File: config.mk
export PLATFORM = sky130hd
export DESIGN_NAME = kwi_keypad_wake_interrupt
export DESIGN_NICKNAME = d
export VERILOG_FILES = /design/src/rtl/kwi_pkg.sv /design/src/rtl/kwi_keypad_wake_interrupt.sv
export SDC_FILE = /design/constraint.sdc
export NUM_CORES = 1
export LEC_CHECK = 0
export ABC_AREA = 1
export BUFFER_PORTS_ARGS = -buffer_cell sky130_fd_sc_hd__buf_2
export CORE_MARGIN = 5
export CORE_UTILIZATION = 45
export DETAILED_ROUTE_END_ITERATION = 6
export PLACE_DENSITY = 0.7
export SLEW_MARGIN = 20
export SYNTH_ARGS = -nofsm -noshare
export SYNTH_HDL_FRONTEND = slang
export SYNTH_SLANG_ARGS = --single-unit
File: constraint.sdc
create_clock -name mclk -period 4.2 [get_ports mclk]
set_clock_uncertainty 0.2 [all_clocks]
set_input_delay 0.84 -clock mclk [delete_from_list [all_inputs] [get_ports mclk]]
set_output_delay 0.84 -clock mclk [all_outputs]
set_load 0.01 [all_outputs]
File: src/rtl/kwi_pkg.sv
// Package with register map, field positions and reset values.
package kwi_pkg;
    localparam int KWI_NUM_PINS = 8;
    localparam logic [3:0] KWI_OFS_STATUS_CONTROL = 4'h0;
    localparam logic [3:0] KWI_OFS_PIN_ENABLE = 4'h4;
    localparam logic [3:0] KWI_OFS_EDGE_SELECT = 4'h8;
    localparam logic [3:0] KWI_OFS_WAKE_CONTROL = 4'hc;
    localparam int KWI_BIT_FLAG = 3;
    localparam int KWI_BIT_ACK = 2;
    localparam int KWI_BIT_IRQ_EN = 1;
    localparam int KWI_BIT_LEVEL_MODE = 0;
    localparam int KWI_BIT_STOP_LIGHT = 0;
    localparam int KWI_BIT_STOP_DEEP = 1;
    localparam logic [7:0] KWI_RST_PIN_ENABLE = 8'h00;
    localparam logic [7:0] KWI_RST_EDGE_SELECT = 8'h00;
    localparam logic KWI_RST_BIT = 1'b0;
    localparam logic [1:0] KWI_RESP_OKAY = 2'h0;
    localparam logic [1:0] KWI_RESP_SLVERR = 2'h2;
endpackage : kwi_pkg

File: src/rtl/kwi_keypad_wake_interrupt.sv
// Keypad wake interrupt unit with an AXI4-Lite register slave.
//
// Decided for this implementation: the AXI4-Lite slave port and the placing of the registers.
`timescale 1ns/1ps
module kwi_keypad_wake_interrupt
    import kwi_pkg::*;
#(
    parameter int NUM_PINS = KWI_NUM_PINS
) (
    input wire logic mclk,
    input wire logic rst_n,
    input wire logic [NUM_PINS-1:0] keypadInputPin,
    input wire logic [NUM_PINS-1:0] portPullEnable,
    output logic [NUM_PINS-1:0] pullUpEnable,
    output logic [NUM_PINS-1:0] pullDownEnable,
    output logic keypadIrq,
    output logic wakeRequest,
    input wire logic [3:0] s_axi_awaddr,
    input wire logic s_axi_awvalid,
    output logic s_axi_awready,
    input wire logic [31:0] s_axi_wdata,
    input wire logic [3:0] s_axi_wstrb,
    input wire logic s_axi_wvalid,
    output logic s_axi_wready,
    output logic [1:0] s_axi_bresp,
    output logic s_axi_bvalid,
    input wire logic s_axi_bready,
    input wire logic [3:0] s_axi_araddr,
    input wire logic s_axi_arvalid,
    output logic s_axi_arready,
    output logic [31:0] s_axi_rdata,
    output logic [1:0] s_axi_rresp,
    output logic s_axi_rvalid,
    input wire logic s_axi_rready
);

    // Refuse a pin count that the eight-bit registers cannot serve.
    if (NUM_PINS < 1 || NUM_PINS > 8) begin : g_bad_pins
        $error("NUM_PINS must be 1 to 8");
    end

    logic [NUM_PINS-1:0] pinSync1_r;
    logic [NUM_PINS-1:0] pinSync2_r;
    logic [NUM_PINS-1:0] pinPrev_r;
    logic [NUM_PINS-1:0] pinDetectEnable_r;
    logic [NUM_PINS-1:0] pinPolaritySelect_r;
    logic keypadEventFlag_r;
    logic keypadIrqEnable_r;
    logic detectLevelMode_r;
    logic stopLight_r;
    logic stopDeep_r;
    logic armed_r;
    logic [NUM_PINS-1:0] asserted;
    logic [NUM_PINS-1:0] prevAsserted;
    logic [NUM_PINS-1:0] edgeHit;
    logic anyAsserted;
    logic detect;
    logic ackWrite;

    // Write channel holding registers; address and data may come in
    // either order and are joined before the write takes effect.
    logic awHeld_r;
    logic wHeld_r;
    logic [3:0] awAddr_r;
    logic [31:0] wData_r;
    logic [3:0] wStrb_r;
    logic doWrite;

    // Pins come from outside, so two flops guard against metastability.
    always_ff @(posedge mclk or negedge rst_n) begin
        if (!rst_n) begin
            pinSync1_r <= '0;
            pinSync2_r <= '0;
            pinPrev_r <= '0;
        end else begin
            pinSync1_r <= keypadInputPin;
            pinSync2_r <= pinSync1_r;
            pinPrev_r <= pinSync2_r;
        end
    end

    // Active level per pin follows its polarity bit; disabled pins are masked.
    always_comb begin
        asserted = (pinSync2_r ~^ pinPolaritySelect_r)
            & pinDetectEnable_r;
        prevAsserted = (pinPrev_r ~^ pinPolaritySelect_r)
            & pinDetectEnable_r;
        edgeHit = asserted & ~prevAsserted;
        anyAsserted = |asserted;
        detect = (armed_r && |edgeHit) || (detectLevelMode_r && anyAsserted);
    end

    // Arming: after an edge every enabled input must go idle first.
    always_ff @(posedge mclk or negedge rst_n) begin
        if (!rst_n) begin
            armed_r <= KWI_RST_BIT;
        end else if (!anyAsserted) begin
            armed_r <= 1'b1;
        end else if (|edgeHit) begin
            armed_r <= 1'b0;
        end
    end

    assign doWrite = awHeld_r && wHeld_r && !s_axi_bvalid;
    assign ackWrite = doWrite && awAddr_r == KWI_OFS_STATUS_CONTROL
        && wStrb_r[0] && wData_r[KWI_BIT_ACK];

    // Set wins over acknowledge; level mode refuses to clear while asserted.
    always_ff @(posedge mclk or negedge rst_n) begin
        if (!rst_n) begin
            keypadEventFlag_r <= KWI_RST_BIT;
        end else if (detect) begin
            keypadEventFlag_r <= 1'b1;
        end else if (ackWrite && !(detectLevelMode_r && anyAsserted)) begin
            keypadEventFlag_r <= 1'b0;
        end
    end

    // Control registers.
    always_ff @(posedge mclk or negedge rst_n) begin
        if (!rst_n) begin
            keypadIrqEnable_r <= KWI_RST_BIT;
            detectLevelMode_r <= KWI_RST_BIT;
            pinDetectEnable_r <= KWI_RST_PIN_ENABLE[NUM_PINS-1:0];
            pinPolaritySelect_r <= KWI_RST_EDGE_SELECT[NUM_PINS-1:0];
            stopLight_r <= KWI_RST_BIT;
            stopDeep_r <= KWI_RST_BIT;
        end else if (stopDeep_r && |(asserted)) begin
            // Leaving deep stop returns the control registers to their reset state; the event flag is kept.
            keypadIrqEnable_r <= KWI_RST_BIT;
            detectLevelMode_r <= KWI_RST_BIT;
            pinDetectEnable_r <= KWI_RST_PIN_ENABLE[NUM_PINS-1:0];
            pinPolaritySelect_r <= KWI_RST_EDGE_SELECT[NUM_PINS-1:0];
            stopLight_r <= KWI_RST_BIT;
            stopDeep_r <= KWI_RST_BIT;
        end else if (doWrite && wStrb_r[0]) begin
            case (awAddr_r)
                KWI_OFS_STATUS_CONTROL: begin
                    keypadIrqEnable_r <= wData_r[KWI_BIT_IRQ_EN];
                    detectLevelMode_r <= wData_r[KWI_BIT_LEVEL_MODE];
                end
                KWI_OFS_PIN_ENABLE: begin
                    pinDetectEnable_r <= wData_r[NUM_PINS-1:0];
                end
                KWI_OFS_EDGE_SELECT: begin
                    pinPolaritySelect_r <= wData_r[NUM_PINS-1:0];
                end
                KWI_OFS_WAKE_CONTROL: begin
                    stopLight_r <= wData_r[KWI_BIT_STOP_LIGHT];
                    stopDeep_r <= wData_r[KWI_BIT_STOP_DEEP];
                end
                default: begin
                end
            endcase
        end
    end

    // Request and pad controls. The request keeps working in wait and
    // debug modes since the block has no notion of them.
    always_ff @(posedge mclk or negedge rst_n) begin
        if (!rst_n) begin
            keypadIrq <= 1'b0;
            wakeRequest <= 1'b0;
            pullUpEnable <= '0;
            pullDownEnable <= '0;
        end else begin
            keypadIrq <= keypadEventFlag_r && keypadIrqEnable_r;
            // Light stop with the interrupt enabled wakes on any enabled asserted input, edge or level.
            wakeRequest <= (stopLight_r && keypadIrqEnable_r && anyAsserted)
                || (keypadEventFlag_r && keypadIrqEnable_r);
            pullUpEnable <= portPullEnable & ~pinPolaritySelect_r;
            pullDownEnable <= portPullEnable & pinPolaritySelect_r;
        end
    end

    // Next values of the channel flags. The ready outputs are registered
    // from them, so each ready shows what the flags will hold after the
    // edge without any logic between a flop and the pin.
    logic awHeld_nxt;
    logic wHeld_nxt;
    logic bValid_nxt;
    logic rValid_nxt;

    always_comb begin
        awHeld_nxt = awHeld_r;
        wHeld_nxt = wHeld_r;
        bValid_nxt = s_axi_bvalid;
        rValid_nxt = s_axi_rvalid;
        if (s_axi_awvalid && s_axi_awready) begin
            awHeld_nxt = 1'b1;
        end
        if (s_axi_wvalid && s_axi_wready) begin
            wHeld_nxt = 1'b1;
        end
        if (doWrite) begin
            awHeld_nxt = 1'b0;
            wHeld_nxt = 1'b0;
            bValid_nxt = 1'b1;
        end else if (s_axi_bvalid && s_axi_bready) begin
            bValid_nxt = 1'b0;
        end
        if (s_axi_arvalid && s_axi_arready) begin
            rValid_nxt = 1'b1;
        end else if (s_axi_rvalid && s_axi_rready) begin
            rValid_nxt = 1'b0;
        end
    end

    // AXI4-Lite write path.
    always_ff @(posedge mclk or negedge rst_n) begin
        if (!rst_n) begin
            awHeld_r <= 1'b0;
            wHeld_r <= 1'b0;
            awAddr_r <= 4'h0;
            wData_r <= 32'h0;
            wStrb_r <= 4'h0;
            s_axi_bvalid <= 1'b0;
            s_axi_bresp <= KWI_RESP_OKAY;
        end else begin
            awHeld_r <= awHeld_nxt;
            wHeld_r <= wHeld_nxt;
            s_axi_bvalid <= bValid_nxt;
            s_axi_bresp <= KWI_RESP_OKAY;
            if (s_axi_awvalid && s_axi_awready) begin
                awAddr_r <= {s_axi_awaddr[3:2], 2'b00};
            end
            if (s_axi_wvalid && s_axi_wready) begin
                wData_r <= s_axi_wdata;
                wStrb_r <= s_axi_wstrb;
            end
        end
    end

    // Ready outputs; all three stand high out of reset.
    always_ff @(posedge mclk or negedge rst_n) begin
        if (!rst_n) begin
            s_axi_awready <= 1'b1;
            s_axi_wready <= 1'b1;
            s_axi_arready <= 1'b1;
        end else begin
            s_axi_awready <= !awHeld_nxt && !bValid_nxt;
            s_axi_wready <= !wHeld_nxt && !bValid_nxt;
            s_axi_arready <= !rValid_nxt;
        end
    end

    // AXI4-Lite read path.
    always_ff @(posedge mclk or negedge rst_n) begin
        if (!rst_n) begin
            s_axi_rvalid <= 1'b0;
            s_axi_rdata <= 32'h0;
            s_axi_rresp <= KWI_RESP_OKAY;
        end else if (s_axi_arvalid && s_axi_arready) begin
            s_axi_rvalid <= 1'b1;
            s_axi_rresp <= KWI_RESP_OKAY;
            case ({s_axi_araddr[3:2], 2'b00})
                KWI_OFS_STATUS_CONTROL: begin
                    // Upper bits and the acknowledge bit read as zero.
                    s_axi_rdata <= {28'h0, keypadEventFlag_r, 1'b0,
                        keypadIrqEnable_r, detectLevelMode_r};
                end
                KWI_OFS_PIN_ENABLE: begin
                    s_axi_rdata <= 32'(pinDetectEnable_r);
                end
                KWI_OFS_EDGE_SELECT: begin
                    s_axi_rdata <= 32'(pinPolaritySelect_r);
                end
                KWI_OFS_WAKE_CONTROL: begin
                    s_axi_rdata <= {30'h0, stopDeep_r, stopLight_r};
                end
                default: begin
                    s_axi_rdata <= 32'h0;
                end
            endcase
        end else if (s_axi_rvalid && s_axi_rready) begin
            s_axi_rvalid <= 1'b0;
        end
    end

endmodule : kwi_keypad_wake_interrupt

After elaboration in Yosys (flattened, before gate mapping)
Index checks and enable logic that the tools add are counted.

Register bits: 114. Bits of input ports: 67. Output and inout bits: 59.

Equal/unequal tests: 7. Mux-type cells: 31. Bitwise logic cells: 9. Reduce and logical (&&, ||, !) cells: 42.

Operators by type and width (count): case mux 32 bit (4 select lines) (1); 2-to-1 mux 8 bit (6); bitwise AND 8 bit (5); 2-to-1 mux 1 bit (24); logical AND 1 bit (20); NOT 8 bit (2); OR reduction 8 bit (2); bitwise XNOR 8 bit (2); nonzero test 2 bit (6); equality test 2 bit (second input constant) (4); AND reduction 2 bit (4); zero test 1 bit (6); equality test 2 x 1 -> 1 bit (second input constant) (2); zero test 4 bit (1); zero test 2 bit (1); logical OR 1 bit (2); inequality test 2 x 1 -> 1 bit (second input constant) (1).

Logic depth before layout (Yosys ltp)
Gate-level depths: netlist of run 1.

Depth in word-level cells: 8. Gate-level depth with buffers: 12. Gate-level depth less buffers: 10.

Worst setup path after synthesis of run 1
OpenSTA, ideal clock, no wires.

Kind: input -> register. Start: input port s_axi_araddr[3]. End: register s_axi_rdata[0]. Library setup time: 0.076 ns. Arrival time: 1.507 ns. Setup slack: 2.417 ns. Stages on the path: 6. Buffers on the path: 0. Path through: inv_2 > nor2_1 > inv_2 > o211ai_1 > a21oi_1 > o21ai_1.

Longest elaborated chain between the ends: 2.

RTL lines: start: declaration (RTL line kwi_keypad_wake_interrupt.sv:28) `input wire logic [3:0] s_axi_araddr,`; equality test 2 bit, or another cell as far along (RTL line kwi_keypad_wake_interrupt.sv:256) `case ({s_axi_araddr[3:2], 2'b00})`; case mux 32 bit (4 select lines) * (RTL line kwi_keypad_wake_interrupt.sv:256); end signal: assignment (RTL line kwi_keypad_wake_interrupt.sv:259) `s_axi_rdata <= {28'h0, keypadEventFlag_r, 1'b0,`; end signal: assignment (RTL line kwi_keypad_wake_interrupt.sv:263) `s_axi_rdata <= 32'(pinDetectEnable_r);`; end signal: assignment (RTL line kwi_keypad_wake_interrupt.sv:266) `s_axi_rdata <= 32'(pinPolaritySelect_r);`; end: declaration (RTL line kwi_keypad_wake_interrupt.sv:31) `output logic [31:0] s_axi_rdata,`.

Mark *: on every way between the ends. The rest lies on a longest branch, timed or not. The select of a mux whose other input is x is not followed. A chain may end at the register's enable or synchronous reset.

Worst setup path in the final report of run 1
Start: register s_axi_awready. End: output port s_axi_awready.

RTL lines: start: declaration (RTL line kwi_keypad_wake_interrupt.sv:20) `output logic s_axi_awready,`; start signal: assignment (RTL line kwi_keypad_wake_interrupt.sv:241) `s_axi_awready <= !awHeld_nxt && !bValid_nxt;`.

No word-level cell between the ends.

==> metrics.md, run 1 <==
| Metric | Value |
|---|---|
| H-tree depth | `3` |
| Mapped Area | `3820 um^2` |
| Clock buffer depth | `2` |
| Core Area | `8260 um^2` |
| Initial antenna violation count | `0` |
| Num CTS Buffers | `9` |
| FF-to-FF Start | `pinPolaritySelect_r[3]` |
| Area grow syn2layout | `12.7%` |
| GRT Residual Overflow | `0` |
| Largest net degree at the start of global routing | `78` |
| Yosys top cell area share | `57.0%` |
| Die Width | `102 um` |
| Fin nets | `555` |
| Share of cells above drive strength 1 | `20.3%` |
| Max Clk Rate | `0.487 GHz` |
| DR WL met3 | `553 um` |
| Largest cells by area after synthesis | `dfrtp_1 57%, nand2_1 11%, nand3_1 8.0%` |
| Hold buffers post-CTS | `0` |
| Seq/Total Area, Yosys | `59.1%` |
| Fillers | `794` |
| Measured slew at the worst slew-check pin | `0.920 ns` |
| Largest area contributor in the netlist | `dfrtp_1` |
| DRC Markers | `0` |
| Via/cell ratio | `4.53` |
| Fin. Hold Viols | `0` |
| Placed insts | `582` |
| Drt pass-1 iters | `4` |
| Starting Density | `46.2%` |
| CTS tree | `done` |
| Vias in the first global route | `2,594` |
| Peak supply drop | `0.000329 V` |
| FF+latch count, synth | `90` |
| Root Driver | `clkbuf_8` |
| R2R depth | `9` |
| Warnings from Yosys | `0` |
| Drt wl/cell | `11.9 um` |
| Worst setup endpoint | `s_axi_awready` |
| Synth cell types | `27` |
| Slew HR | `38.7%` |
| Capturing point of the worst reg2reg path | `pinDetectEnable_r[7]` |
| Final wirelength | `7120 um` |
| Syn Area/Cell | `9.07 um^2` |
| Ant. Diodes | `0` |
| Placer Congestion | `0.817` |
| Leak pwr | `0.00246 uW` |
| Buf/Inv on CP | `1` |
| Clock sinks | `90` |
| R2r setup slk | `2.17 ns` |
| DIE AREA | `10,400 um^2` |
| Setup crit end kind | `output port` |
| Crit-path leading delay family | `flip-flops` |
| CP Depth | `1` |
| Slew Limit Fails | `0` |
| Power Density | `569 nW/um^2` |
| WS Path Type | `reg -> out` |
| Outcome | `complete, no violations` |
| Slowest-stage cell, CP | `dfstp_2` |
| Most frequent cells in the layout | `114 x nand2_1, 87 x dfrtp_1, 65 x buf_2` |
| Max-cap violation count | `0` |
| Setup crit start | `s_axi_awready` |
| Post_cts resized | `0` |
| IO buf count | `66` |
| Commonest non-fill, non-tap cell in the layout | `nand2_1` |
| Sequential cell area | `2260 um^2` |
| DR WL met2 | `3380 um` |
| Post-Synthesis Cells | `421` |
| Cell Rows | `33` |
| Fin crit period | `2.05 ns` |
| Worst-path fanout max | `2` |
| HP Class | `reg -> reg` |
| Final period utilization | `48.9%` |
| Initial DRC count | `197` |
| Gr usage total | `14.7%` |
| Multi-input logic area | `1170 um^2` |
| Postcts setup bufs | `0` |
| Final ANT Viol Nets | `0` |
| Worst path cell trace | `buf_2` |
| Final std cells w/o fill | `598` |
| CP arrival | `1.01 ns` |
| Vias | `2,707` |
| Unrepaired setup endpoints after global routing | `no` |
| Ports | `126` |
| Worst-Skew Late Latency | `0.35 ns` |
| Slowest stage delay, CP | `0.54 ns` |
| DR top layer | `met4` |
| DP HPWL | `5290 um` |
| Die Y | `102 um` |
| Clock transition at path regs | `0.08 ns` |
| Required @ worst endpoint | `3.16 ns` |
| Crit start category | `flop` |
| Setup TNS Final | `0 ns` |
| DRT met1 WL | `3120 um` |
| Global-route wire length before repair | `11,900 um` |
| Final setup fails | `0` |
-- cell usage after synthesis --
library cell and n:
nand2_1 114, dfrtp_1 87, nand3_1 61, inv_1 50, buf_4 28, nor2_1 19
inv_2 9, o21ai_0 6, a31oi_1 5, buf_2 5, nand4_1 5, xor2_1 5
a21oi_1 3, clkbuf_1 3, dfstp_2 3, o21ai_1 3, buf_6 2, nand2_2 2
nor2_2 2, nor3_4 2, a21boi_1 1, clkinv_1 1, conb_1 1, nor3_1 1
o2111ai_1 1, o211ai_1 1, or2_2 1
-- flip-flops by register name, summed over array words and instances, names as in the netlist, 2 cells and up --
name                 flops
pinDetectEnable_r        8
wData_r                  8
pinPolaritySelect_r      8
pinSync2_r               8
pullDownEnable           8
pullUpEnable             8
awAddr_r                 2
pinPrev_r                8
pinSync1_r               8
s_axi_rdata              8
-- layer usage --
| layer | vias up | GRT usage (%) |
|---|---|---|
| met5 | - | 0 |
| met4 | 0 | 4.24 |
| met3 | 8 | 4.57 |
| met2 | 86 | 22.7 |
| met1 | 1226 | 20.1 |
| li1 | 1387 | - |
-- cell families after synthesis --
family                 Yosys count  share of synthesized area [%]
AO/OA/AOI/OAI                   20                           3.02
XOR/XNOR                         5                           1.15
buffers and inverters           98                           12.9
flip-flops                      90                           59.1
other                            1                         0.0982
AND/OR/NAND/NOR                207                           23.7
-- metrics by stage --
stage                     hold WS, ns  total power [uW]  area (um^2)  utilization (%)  worst slack, ns
after detailed placement        0.137              1940         4120             49.9             2.11
after floorplan                 0.131              1730         3920                -             2.42
after CTS                       0.151              2480         4300             52.1             2.13
after global placement          0.134              1910         4120             49.9             2.12
final                           0.147              2450         4300             52.1             2.15
after global routing            0.163              2650         4300             52.1             1.93
-- layout make-up --
class                           count  share of cell area (%)
Sequential cell                    90                    52.4
Timing Repair Buffer               67                    7.91
Tap cell                          105                    3.05
Multi-Input combinational cell    260                    27.2
Clock inverter                      3                   0.552
Clock buffer                       13                    3.69
Inverter                           60                    5.23
-- power breakdown --
part           switching, uW  internal (uW)  leakage (uW)  total [uW]
clock network            282            249     0.0000859         530
logic                    381            236       0.00126         618
registers                207           1100       0.00111        1300
total                    870           1580       0.00246        2450
-- how the worst min path moves through the flow --
| stage | startpoint | endpoint | depth (start not counted) |
|---|---|---|---|
| after detailed placement | pinSync1_r[3] | pinSync2_r[3] | 0 |
| after global placement | pinSync1_r[0] | pinSync2_r[0] | 0 |
| after floorplan | pinSync1_r[0] | pinSync2_r[0] | 0 |
| after global routing | pinSync1_r[7] | pinSync2_r[7] | 0 |
| final | pinSync1_r[4] | pinSync2_r[4] | 0 |
| after CTS | pinSync1_r[4] | pinSync2_r[4] | 0 |
(Power assumes the default switching activity.)
==> run 2: changes to the inputs <==
- PLACE_DENSITY: 0.7 -> 0.73
- clock period: 4.2 -> 1.7 ns (I/O delays scaled with it)
==> run 2 against run 1 <==
  * Worst hold slack worse by 0.10 ns
  * Sequential power is 150% higher
  * Cell count is 11% higher
  * Routed wire length is 21% higher
  * Largest cell class unchanged
==> metrics.md, run 2 (synthesis gave the netlist of run 1 again) <==
| Metric | Value |
|---|---|
| Global routing usage on met1 | `21.8% (+1.7 points)` |
| Slowest-stage cell, CP | `dfrtp_1` |
| Most frequent cells in the layout | `108 x nand2_1, 87 x dfrtp_1, 65 x buf_2` |
| Fillers | `676 (-15%)` |
| Via/cell ratio | `4.64 (+2.5%)` |
| Clock transition at path regs | `0.09 ns (about the same)` |
| Num CTS Buffers | `9 (unchanged)` |
| Die Y | `102 um (unchanged)` |
| Placed insts | `600 (+3.1%)` |
| Initial antenna violation count | `0 (unchanged)` |
| Outcome | `complete, no violations` |
| Ant. Diodes | `0 (unchanged)` |
| Initial DRC count | `184 (-6.6%)` |
| Core Util, Final | `62.6% (+10 points)` |
| DRC Markers | `0 (unchanged)` |
| Gr busiest metal | `met2` |
| Global-route track usage on met3 | `2.46% (-2.1 points)` |
| Drt wl/cell | `13.0 um (+9.1%)` |
| Fin. Hold Viols | `0 (unchanged)` |
| Final ANT Viol Nets | `0 (unchanged)` |
| Met2 Usage GRT | `25.1% (+2.3 points)` |
| DP Area | `4290 um^2 (+4.2%)` |
| Cell area after layout | `5170 um^2 (+20%)` |
| Cell Rows | `33 (unchanged)` |
| Sequential cell area | `2260 um^2 (unchanged)` |
| Final setup fails | `0 (unchanged)` |
| Area grow syn2layout | `35.5%` |
| H-tree depth | `3 (unchanged)` |
| Ports | `126 (unchanged)` |
| Clock buffer depth | `2 (unchanged)` |
| DIE AREA | `10,400 um^2 (unchanged)` |
| Share of cells above drive strength 1 | `29.3% (+9.0 points)` |
| Final wirelength | `8590 um (+21%)` |
| HP Class | `in -> reg` |
| Setup ws final | `0.0478 ns (-2.10 ns)` |
| CTS tree | `done` |
| WS Path Type | `reg -> reg` |
| Final period utilization | `97.2%` |
| Peak supply drop | `0.000848 V (+160%)` |
| Starting Density | `46.2% (unchanged)` |
| Max Clk Rate | `0.605 GHz` |
| Leak pwr | `0.00286 uW (+16%)` |
| Die Width | `102 um (unchanged)` |
| Setup WS pre-CTS | `0.0117 ns (-2.10 ns)` |
| Gr usage total | `15.9% (+1.2 points)` |
| Placer Congestion | `0.837 (+2.5%)` |
| Commonest non-fill, non-tap cell in the layout | `nand2_1` |
| Drt pass-1 iters | `4 (unchanged)` |
| Slew Limit Fails | `0 (unchanged)` |
| Fin nets | `618 (+11%)` |
| DP HPWL | `5590 um (+5.7%)` |
| Vias | `3,068 (+13%)` |
| Crit path top cell by count | `nand2_4` |
| Core Area | `8260 um^2 (unchanged)` |
| GRT Residual Overflow | `0 (unchanged)` |
| Largest net degree at the start of global routing | `40 (-49%)` |
| Required @ worst endpoint | `1.80 ns (-1.36 ns)` |
| Multi-input logic area | `1330 um^2 (+14%)` |
| Vias in the first global route | `2,836 (+9.3%)` |
| Fin crit period | `1.65 ns` |
| Max-cap violation count | `0 (unchanged)` |
| Setup crit end kind | `flop` |
| Slowest stage delay, CP | `0.42 ns (-0.12 ns)` |
| Worst-path fanout max | `7 (+5)` |
| Buf/Inv on CP | `2 (+1)` |
| Unrepaired setup endpoints after global routing | `yes` |
| Worst-Skew Late Latency | `0.36 ns (about the same)` |
| Crit start category | `flop` |
| Global-route wire length before repair | `12,900 um (+8.0%)` |
| Worst path cell trace | `buf_6, nand2_4, nand3_4, nand2_4, nor2_4, nand2_4, nand2_8, buf_6, nand3_1, nand2_1` |
| Clock sinks | `90 (unchanged)` |
| IO buf count | `66 (unchanged)` |
| CP arrival | `1.75 ns (+0.74 ns)` |
| Final std cells w/o fill | `661 (+11%)` |
| Crit-path leading delay family | `simple AND/OR/NAND/NOR gates` |
| Root Driver | `clkbuf_8` |
| Power Density | `1370 nW/um^2 (+140%)` |
[run 2: worst paths after layout]
kind / to / depth (start not counted) / slack [ns] / startpoint
setup / recovery: pinDetectEnable_r[1] / 10 / 0.05 / pinPolaritySelect_r[3]
hold / removal: s_axi_bvalid / 2 / 0.04 / s_axi_bready
setup reg to reg: pinDetectEnable_r[1] / 10 / 0.05 / pinPolaritySelect_r[3]
hold reg to reg: pinSync2_r[4] / 0 / 0.15 / pinSync1_r[4]
max in group asynchronous: s_axi_wready / 3 / 0.52 / rst_n
min in group asynchronous: pullDownEnable[3] / 2 / 0.21 / rst_n
[run 2: where the power goes]
group	internal, uW	switching [uW]	leakage [uW]	total [uW]
logic	1000	1270	0.00163	2270
clock network	844	787	0.000115	1630
registers	2710	495	0.00111	3200
[run 2: metrics by stage]
stage                     hold slack, ns  TNS, ns  total power, uW
final                             0.0422        0             7110
after CTS                         0.0389        0             6700
after floorplan                   -0.156        0             4260
after global routing              0.0515   -0.764             7600
after global placement            0.0379        0             4900
after detailed placement          0.0459        0             5000
[run 2: layout make-up]
cell class	count	area share (%)
Clock buffer	9	2.40
Clock inverter	7	1.94
Inverter	60	4.45
Multi-Input combinational cell	260	25.7
Sequential cell	90	43.6
Tap cell	105	2.54
Timing Repair Buffer	130	19.3
[run 2: routing by layer]
layer	wire length, um	part of all wire [%]
met2	4160	48
met1	3650	43
met3	574	6.7
met4	201	2.3
met5	0	0
[run 2: what timing repair did]
action,4_1_cts,5_1_grt
cloned,0,6
pin swaps,0,14
hold buffers,29,0
buffers inserted,1,9
setup endpoints to repair,2,22
endpoints found under the hold margin,118,0
resized for setup,1,42
